===== src/pkg/tx_map.vh =====
// constant map for the tape extended-operations control block
`ifndef TX_MAP_VH
`define TX_MAP_VH

// extended-control register bit positions (bit 0 is the msb, 12-bit word)
`define TX_BIT_MARK       4
`define TX_BIT_MAINT      6
`define TX_BIT_NOPAUSE    8
`define TX_BIT_HOLD       9
`define TX_BIT_IEN        5
`define TX_XC_RESET       12'h000

// instruction codes (octal values written in hex)
`define TX_OP_AXO         12'h001
`define TX_OP_XOA         12'h011
`define TX_OP_STD         12'h10e
`define TX_OP_STD_MASK    12'hfef
`define TX_OP_SXL_BASE    12'h100
`define TX_STD_LEVEL      4'he
`define TX_OP_TAPE_BASE   12'h1c0
`define TX_OP_TAPE_MASK   12'hfc0

// vector addresses (octal 0040, 0041, 0000, 0001, 0140)
`define TX_VEC_NAT_SAVE   12'h020
`define TX_VEC_NAT_GO     12'h021
`define TX_VEC_ALT_SAVE   12'h000
`define TX_VEC_ALT_GO     12'h001
`define TX_VEC_TRAP       12'h060
`define TX_FIELD_ZERO     3'h0

// special-function bits (accumulator bits 2 and 3)
`define TX_ESF_TAPE       2
`define TX_ESF_INSTR      3

`endif

===== src/core/tx_ctrl.v =====
// tape extended-operations control: register, pause, skip, interrupt, trap
`timescale 1ns/1ps
`default_nettype none
`include "tx_map.vh"

// Operation
// RULE_01 - enable bit requests interrupt when tape idle
// RULE_02 - native interrupt saves 0040, resumes 0041 field0
// RULE_03 - alternate mode uses locations 0000 and 0001
// RULE_04 - without no-pause processor stalls until done
// RULE_05 - with no-pause processor resumes after start
// RULE_06 - no-pause suppresses transfer check to accumulator
// RULE_07 - done skip on complete or running by I
// RULE_08 - done skip equals external level sixteen skip
// RULE_09 - deselected transport stops by default
// RULE_10 - hold bit keeps deselected transport moving
// RULE_11 - hold separate from per-instruction motion bit
// RULE_12 - mark flop needs switch and bit four load
// RULE_13 - maintenance blocks reader-writer timing and data
// RULE_14 - maintenance feeds control from transfer-instruction signals
// RULE_15 - both traps enabled suppress tape instructions
// RULE_16 - trapped tape instruction goes to 0140 field0
// RULE_17 - load and read register, source unchanged
// RULE_18 - done flag clears at start, sets at end
// RULE_19 - interrupt request is a steady level
module tx_ctrl #(
    parameter UNIT_W = 3
) (
    // clock and reset
    input  wire              i_clock,
    input  wire              i_rst,
    // processor instruction strobe and operands
    input  wire              i_instr_valid,
    input  wire [11:0]       i_instr,
    input  wire [11:0]       i_accumulator,
    input  wire              i_alt_mode,
    input  wire              i_transfer_check_valid,
    input  wire [11:0]       i_transfer_check,
    // console mark switch and reader-writer signals (asynchronous)
    input  wire              i_mark_switch,
    input  wire              i_rw_timing,
    input  wire              i_rw_data,
    input  wire              i_tape_end,
    // maintenance substitutes from transfer instructions
    input  wire              i_maint_timing,
    input  wire              i_maint_data,
    input  wire              i_maint_end,
    // transport selection and motion
    input  wire [UNIT_W-1:0] i_unit_sel,
    input  wire              i_unit_sel_valid,
    input  wire              i_motion_bit,
    input  wire              i_motion_dir,
    // processor-facing results
    output reg  [11:0]       o_ac_data,
    output reg               o_ac_load,
    output reg               o_skip,
    output reg               o_stall,
    output reg               o_irq,
    output reg               o_vector_valid,
    output reg  [11:0]       o_vector_save,
    output reg  [11:0]       o_vector_go,
    output reg  [2:0]        o_vector_field,
    output reg               o_tape_start,
    output reg               o_tape_done,
    // tape-facing results
    output reg               o_ctl_timing,
    output reg               o_ctl_data,
    output reg  [11:0]       o_tape_extended_control,
    output reg               o_format_mark,
    output reg  [UNIT_W-1:0] o_unit_active,
    output reg  [(1<<UNIT_W)-1:0] o_unit_run,
    output reg  [(1<<UNIT_W)-1:0] o_unit_dir
);
    localparam NU = 1 << UNIT_W;

    // state machine
    localparam ST_IDLE = 2'b00;
    localparam ST_BUSY = 2'b01;
    localparam ST_ACK  = 2'b10;

    reg  [1:0]  state_r;
    reg  [1:0]  state_nxt;
    reg  [11:0] xc_r;
    reg  [1:0]  esf_r;
    wire [2:0]  rw_sync;
    wire        sw_sync;
    wire        ctl_end;
    wire        is_tape;
    wire        is_std;
    wire        is_sxl16;
    wire        trap_on;
    wire        bit_ien;
    wire        bit_np;
    wire        bit_hold;
    wire        bit_maint;
    wire        idle_now;
    integer     u;

    // bit 0 of the word is the msb
    assign bit_ien   = xc_r[11-`TX_BIT_IEN];
    assign bit_np    = xc_r[11-`TX_BIT_NOPAUSE];
    assign bit_hold  = xc_r[11-`TX_BIT_HOLD];
    assign bit_maint = xc_r[11-`TX_BIT_MAINT];
    assign trap_on   = esf_r[0] & esf_r[1];
    assign is_tape   = i_instr_valid
                     & ((i_instr & `TX_OP_TAPE_MASK) == `TX_OP_TAPE_BASE);
    assign is_std    = (i_instr & `TX_OP_STD_MASK) == `TX_OP_STD; // RULE_07
    assign is_sxl16  = (i_instr & `TX_OP_STD_MASK)
                     == (`TX_OP_SXL_BASE | {8'h00, `TX_STD_LEVEL}); // RULE_08
    assign idle_now  = (state_r == ST_IDLE);

    // pins are synchronised before use
    tx_sync3 #(.WIDTH(3)) u_rw_sync (
        .i_clock (i_clock),
        .i_rst   (i_rst),
        .i_async ({i_rw_timing, i_rw_data, i_tape_end}),
        .o_sync  (rw_sync)
    );
    tx_sync3 #(.WIDTH(1)) u_sw_sync (
        .i_clock (i_clock),
        .i_rst   (i_rst),
        .i_async (i_mark_switch),
        .o_sync  (sw_sync)
    );

    // maintenance substitutes transfer-instruction signals for the heads
    assign ctl_end = bit_maint ? i_maint_end : rw_sync[0]; // RULE_13

    // next-state logic for the tape operation sequencer
    always @* begin
        state_nxt = state_r;
        case (state_r)
            ST_IDLE: begin
                if (is_tape && !trap_on) begin // RULE_15
                    state_nxt = ST_BUSY;
                end
            end
            ST_BUSY: begin
                if (ctl_end) begin
                    state_nxt = ST_ACK;
                end
            end
            ST_ACK: begin
                state_nxt = ST_IDLE;
            end
            default: begin
                state_nxt = ST_IDLE;
            end
        endcase
    end

    // register file, sequencer and processor answers
    always @(posedge i_clock) begin
        if (i_rst) begin
            state_r                 <= ST_IDLE;
            xc_r                    <= `TX_XC_RESET;
            esf_r                   <= 2'b00;
            o_ac_data               <= 12'h000;
            o_ac_load               <= 1'b0;
            o_skip                  <= 1'b0;
            o_stall                 <= 1'b0;
            o_irq                   <= 1'b0;
            o_vector_valid          <= 1'b0;
            o_vector_save           <= 12'h000;
            o_vector_go             <= 12'h000;
            o_vector_field          <= 3'h0;
            o_tape_start            <= 1'b0;
            o_tape_done             <= 1'b1;
            o_ctl_timing            <= 1'b0;
            o_ctl_data              <= 1'b0;
            o_tape_extended_control <= `TX_XC_RESET;
            o_format_mark           <= 1'b0;
        end else begin
            state_r        <= state_nxt;
            o_ac_load      <= 1'b0;
            o_skip         <= 1'b0;
            o_vector_valid <= 1'b0;
            o_tape_start   <= 1'b0;
            // load register from accumulator, accumulator untouched
            if (i_instr_valid && i_instr == `TX_OP_AXO) begin
                xc_r                    <= i_accumulator; // RULE_17
                o_tape_extended_control <= i_accumulator;
                // mark flop only with switch held and bit four set
                o_format_mark <= sw_sync
                               & i_accumulator[11-`TX_BIT_MARK]; // RULE_12
            end
            // register copied to accumulator
            if (i_instr_valid && i_instr == `TX_OP_XOA) begin
                o_ac_data <= xc_r; // RULE_17
                o_ac_load <= 1'b1;
            end
            // special-function enable bits captured from the accumulator
            if (i_instr_valid && i_instr[11:4] == 8'h00 && i_instr[3:0] == 4'h4) begin
                esf_r <= {i_accumulator[11-`TX_ESF_TAPE],
                          i_accumulator[11-`TX_ESF_INSTR]}; // RULE_15
            end
            // done skip: I=0 skips when complete, I=1 while running
            if (i_instr_valid && (is_std || is_sxl16)) begin
                o_skip <= i_instr[4] ? !o_tape_done : o_tape_done; // RULE_07 RULE_08
            end
            // trapped tape instruction vectors to field 0 location 0140
            if (is_tape && trap_on) begin
                o_vector_valid <= 1'b1; // RULE_16
                o_vector_save  <= `TX_VEC_TRAP;
                o_vector_go    <= `TX_VEC_TRAP + 12'h001;
                o_vector_field <= `TX_FIELD_ZERO;
            end else if (o_irq && !o_vector_valid && !i_instr_valid) begin
                o_vector_valid <= 1'b1;
                o_vector_field <= `TX_FIELD_ZERO; // RULE_02
                o_vector_save  <= i_alt_mode ? `TX_VEC_ALT_SAVE : `TX_VEC_NAT_SAVE; // RULE_03
                o_vector_go    <= i_alt_mode ? `TX_VEC_ALT_GO : `TX_VEC_NAT_GO; // RULE_02 RULE_03
            end
            // start: done clears, stall unless no-pause
            if (idle_now && state_nxt == ST_BUSY) begin
                o_tape_start <= 1'b1;
                o_tape_done  <= 1'b0; // RULE_18
                o_stall      <= !bit_np; // RULE_04 RULE_05
            end
            // completion: done sets, stall releases; check to accumulator any cycle while not idle and no-pause clear
            if (state_r == ST_BUSY && ctl_end) begin
                o_tape_done <= 1'b1; // RULE_18
                o_stall     <= 1'b0; // RULE_04
            end
            if (i_transfer_check_valid && !bit_np && state_r != ST_IDLE) begin
                o_ac_data <= i_transfer_check; // RULE_06
                o_ac_load <= 1'b1;
            end
            // steady interrupt level while enabled and idle
            o_irq <= bit_ien & (state_nxt == ST_IDLE); // RULE_01 RULE_19
            // heads feed the control only outside maintenance
            o_ctl_timing <= bit_maint ? i_maint_timing : rw_sync[2]; // RULE_13 RULE_14
            o_ctl_data   <= bit_maint ? i_maint_data : rw_sync[1]; // RULE_14
        end
    end

    // transport selection and motion per unit
    always @(posedge i_clock) begin
        if (i_rst) begin
            o_unit_active <= {UNIT_W{1'b0}};
            o_unit_run    <= {NU{1'b0}};
            o_unit_dir    <= {NU{1'b0}};
        end else begin
            if (i_unit_sel_valid && i_unit_sel != o_unit_active) begin
                o_unit_active <= i_unit_sel;
                // deselected unit stops unless hold keeps it running
                if (!bit_hold) begin
                    o_unit_run[o_unit_active] <= 1'b0; // RULE_09 RULE_10
                end
                o_unit_run[i_unit_sel] <= 1'b1;
            end else if (idle_now && is_tape && !trap_on) begin
                o_unit_run[o_unit_active] <= 1'b1;
                o_unit_dir[o_unit_active] <= i_motion_dir;
            end else if (state_r == ST_BUSY && ctl_end) begin
                // motion bit decides only at instruction completion
                o_unit_run[o_unit_active] <= i_motion_bit; // RULE_11
            end
            for (u = 0; u < NU; u = u + 1) begin
                if (u[UNIT_W-1:0] == o_unit_active && state_r == ST_BUSY) begin
                    o_unit_dir[u] <= i_motion_dir;
                end
            end
        end
    end
endmodule
`default_nettype wire


===== src/core/tx_sync3.v =====
// three-stage input synchroniser with agreement filter
`timescale 1ns/1ps
`default_nettype none
module tx_sync3 #(
    parameter WIDTH = 1
) (
    // clock and reset
    input  wire             i_clock,
    input  wire             i_rst,
    // asynchronous input and filtered result
    input  wire [WIDTH-1:0] i_async,
    output reg  [WIDTH-1:0] o_sync
);
    reg [WIDTH-1:0] s1_r;
    reg [WIDTH-1:0] s2_r;
    reg [WIDTH-1:0] s3_r;

    // result changes only once stages two and three agree per bit
    always @(posedge i_clock) begin
        if (i_rst) begin
            s1_r   <= {WIDTH{1'b0}};
            s2_r   <= {WIDTH{1'b0}};
            s3_r   <= {WIDTH{1'b0}};
            o_sync <= {WIDTH{1'b0}};
        end else begin
            s1_r   <= i_async;
            s2_r   <= s1_r;
            s3_r   <= s2_r;
            o_sync <= (s2_r & s3_r) | (o_sync & (s2_r | s3_r));
        end
    end
endmodule
`default_nettype wire


===== config.mk =====
export PLATFORM = sky130hd
export DESIGN_NAME = tx_ctrl
export DESIGN_NICKNAME = d
export VERILOG_FILES = /design/src/core/tx_ctrl.v /design/src/core/tx_sync3.v
export VERILOG_INCLUDE_DIRS = /design/src /design/src/pkg
export SDC_FILE = /design/constraint.sdc
export NUM_CORES = 1
export LEC_CHECK = 0
export ABC_AREA = 1
export CAP_MARGIN = 15
export CORE_MARGIN = 2
export CORE_UTILIZATION = 51
export CTS_CLUSTER_SIZE = 12
export DETAILED_ROUTE_END_ITERATION = 16
export DONT_BUFFER_PORTS = 1
export PLACE_DENSITY = 0.69
export SETUP_SLACK_MARGIN = 0.5
export SYNTH_ARGS = -nofsm -noshare
export SYNTH_HDL_FRONTEND = slang
export SYNTH_SLANG_ARGS = --single-unit

===== constraint.sdc =====
create_clock -name i_clock -period 1.3 [get_ports i_clock]
set_input_delay 0.26 -clock i_clock [delete_from_list [all_inputs] [get_ports i_clock]]
set_output_delay 0.26 -clock i_clock [all_outputs]
set_load 0.005 [all_outputs]

==> metrics.md <==
| Metric | Value |
|---|---|
| Status | `finished with violations` |
| Violations in the final reports | `hold timing, setup timing` |
| Netlist cell types | `31` |
| Gpl congestion | `around 0.9` |
| Area Growth Syn to Fin | `34.4%` |
| Mean Syn Cell Area | `6.67 µm²` |
| Worst hold path type | `in -> reg` |
| Largest net degree at the start of global routing | `31` |
| Reg-to-reg startpoint | `o_unit_active[2]` |
| Die Height | `approximately 95 µm` |
| Initial antenna violation count | `0` |
| Final worst path period share | `109%` |
| CTS Sinks | `76` |
| Die area | `0.00898 mm²` |
| Dpl cell area | `0.00454 mm²` |
| CTS tree | `built` |
| Final hold violations | `15` |
| Core ar. | `0.00809 mm²` |
| Synth Area in Compound Gates | `9.17%` |
| Maximum VDD drop | `0.677 mV` |
| Clock buffers created by TritonCTS | `9` |
| Max Freq | `just over 700 MHz` |
| Number of synthesized register bits | `76` |
| Top cells by area, synth | `dfxtp_1 (36%), nand2_1 (12%), inv_1 (8.8%)` |
| Clock buffer depth | `2` |
| Nets@finish | `734` |
| Hold path start | `i_rst` |
| Total congestion overflow | `0` |
| Mux share of post-synthesis cell area | `0%` |
| Element type at the critical path end | `flop` |
| Post-route ant nets | `0` |
| Routed length per instance | `about 16 µm` |
| Total power | `4.95 mW` |
| IO Pins | `134` |
| Layout Cell Area excl Fill | `0.00565 mm²` |
| Cell taking the most area after synthesis | `dfxtp_1` |
| Fraction of the mapped netlist area in simple logic gates | `36.6%` |
| Crit path time final | `about 1.4 ns` |
| Site row count | `33` |
| Total Routed Length | `12,300 µm` |
| Hold Worst Slack | `-0.0403 ns` |
| P_leak | `2.62 nW` |
| Post-synthesis sequential area ratio | `36.2%` |
| Starting DRT DRC Count | `170` |
| Critical Path RT | `between 1.5 and 2 ns` |
| Vias in the first global route | `between 4,000 and 5,000` |
| Post-synthesis cell count | `630` |
| Remaining DRCs | `0` |
| Largest family of logic cells by synthesized area | `simple AND/OR/NAND/NOR gates` |
| Worst Path Arrival | `1.66 ns` |
| Root buffer cell | `clkbuf_8` |
| Gr usage total | `26.6%` |
| Pins Over Slew Limit | `0` |
| Sequential cell area | `0.00164 mm²` |
| Routed vias/inst | `5.31` |
| Clk slew on worst S/H paths | `0.09 ns` |
| Port bufs | `0` |
| Dpl ws | `-0.0549 ns` |
| Worst skew pair latency | `around 0.36 ns` |
| Layout filler cell count | `approximately 660` |
| Layout cells sized above 1 | `40.1%` |
| First-pass GRT wire length | `~19,000 µm` |
| CP max FO | `7` |
| Final setup violation count | `20` |
| Critical path launch point | `o_unit_active[2]` |
| RSZ-0062 raised after global routing | `yes` |
| Crit Path Category | `reg -> reg` |
| Asr flop ratio synth | `0%` |
| Area share of fa/ha/maj cells after synthesis | `0%` |
| Skew final | `0.0169 ns` |
| Synthesized area | `0.00420 mm²` |
| Cell Pwr Density | `876 mW/mm²` |
| DPL Wire Length | `roughly 7700 µm` |
| Main flop type after synthesis | `dfxtp_1` |
| Antenna fix cells | `0` |
| Fin util | `69.8%` |
| Number of synthesized flops with an enable pin | `0` |
| Vias | `approximately 4,200` |
| Multi-input logic area | `0.00259 mm²` |
| MaxCap Viol Count | `0` |
| PnR worst setup slack | `-0.112 ns` |
| Yosys top cell area share | `36.2%` |
| Total iterations of the first detailed-routing run | `5` |
| Initial Util | `between 50% and 60%` |
| Die width | `94.8 µm` |
| YS warnings | `0` |
| H-tree depth | `3` |
| Startpoint Class | `flop` |
| Post-cts hold buffer count | `5` |
| Xor and xnor area share after synthesis | `0.655%` |
[cell families (layout without fill, tap and decap cells)]
logic type | after synthesis | after routing
xor+xnor | 1 | 1
simple gates | 322 | 326
buf+inv | 154 | 184
other cells | 1 | 22
compound gates | 76 | 76
flops | 76 | 76
[cell type report]
type / instances / share of cell area (%)
repair buffers: 64 / 11.8
clock inverters: 5 / 1.06
clock buffers: 11 / 2.33
multi-input cells: 425 / 45.8
flip-flops and latches: 76 / 29.0
well taps: 105 / 2.33
inverters: 104 / 7.64
[synth_stat cells, types with 2 or more instances]
cell,n
nand3b_1,12
buf_6,2
inv_2,5
nand4_1,19
nand2_1,129
buf_2,9
inv_1,98
nand3_2,14
o21ai_1,8
a21oi_1,22
nor2_1,85
clkbuf_1,10
nand3_1,45
dfxtp_1,76
buf_4,28
nor2_2,5
nor3_2,3
o21ai_0,44
nand2_2,3
nor4_1,2
[where the power goes]
group	internal, mW	switching, mW	total [mW]
Clock	0.897	0.944	1.84
Sequential	2.35	0.0532	2.40
Combinational	0.299	0.404	0.703
[state kept, by name, indices dropped and copies added (netlist names), 2 cells and up]
register / cells
u_rw_sync.s2_r: 3
o_vector_save: 2
o_unit_dir: 8
state_r: 2
o_unit_run: 8
esf_r: 2
u_rw_sync.s3_r: 3
o_ac_data: 12
xc_r: 12
u_rw_sync.o_sync: 3
u_rw_sync.s1_r: 3
o_unit_active: 3
[repair_timing]
item,4_1_cts,5_1_grt
cloned,5,3
gates resized for setup,139,81
pin swaps,26,39
setup buffers,5,10
endpoints found under the setup margin,114,117
hold endpoints to repair,20,15
[metal layers]
metal / GRT usage [%] / wire length, µm / vias up / part of all wire, %
met5: 0 / 0 / - / 0
met4: 11.6 / 446 / 0 / 3.6
met3: 7.82 / 895 / 42 / 7.3
met2: 48.5 / 6430 / 173 / 52
met1: 28.2 / 4560 / 1934 / 37
li1: - / - / 2044 / -
[final timing paths]
| check | endpoint | slack (ns) | cells past startpoint |
|---|---|---|---|
| hold / removal | o_vector_save[6] | -0.04 | 1 |
| hold reg to reg | u_rw_sync.s2_r[2] | 0.41 | 2 |
| setup reg to reg | o_unit_dir[1] | -0.11 | 8 |
| setup / recovery | o_unit_dir[1] | -0.11 | 8 |
[worst max-delay path, cell delays in order, from the launching register on]
cell     delay [ns]
dfxtp_4        0.40
nor2_1         0.22
nand2_2        0.13
inv_2          0.11
nand2_1        0.12
nand2_2        0.12
nand4_1        0.11
nand2_1        0.08
nor2_1         0.04
[through the flow]
stage,cells,TNS [ns],hold slack (ns)
finish,790,-0.881,-0.0403
global route,790,-3.08,-0.0715
CTS,777,-0.210,-0.0523
detailed placement,746,-0.584,0.331
global placement,746,-0.0443,0.330
floorplan,651,0,0.367
[placed cells by master, fill, tap and decap left out, types with 18 or more instances in the layout]
cell / count
buf_4: 29
buf_6: 20
conb_1: 22
dfxtp_1: 18
dfxtp_2: 41
inv_1: 80
nand2_1: 97
nand2_2: 19
nand3_1: 28
nand3_2: 27
nand4_1: 19
nor2_1: 80
o21ai_2: 20
No activity file was read; power rests on OpenSTA's default activity.
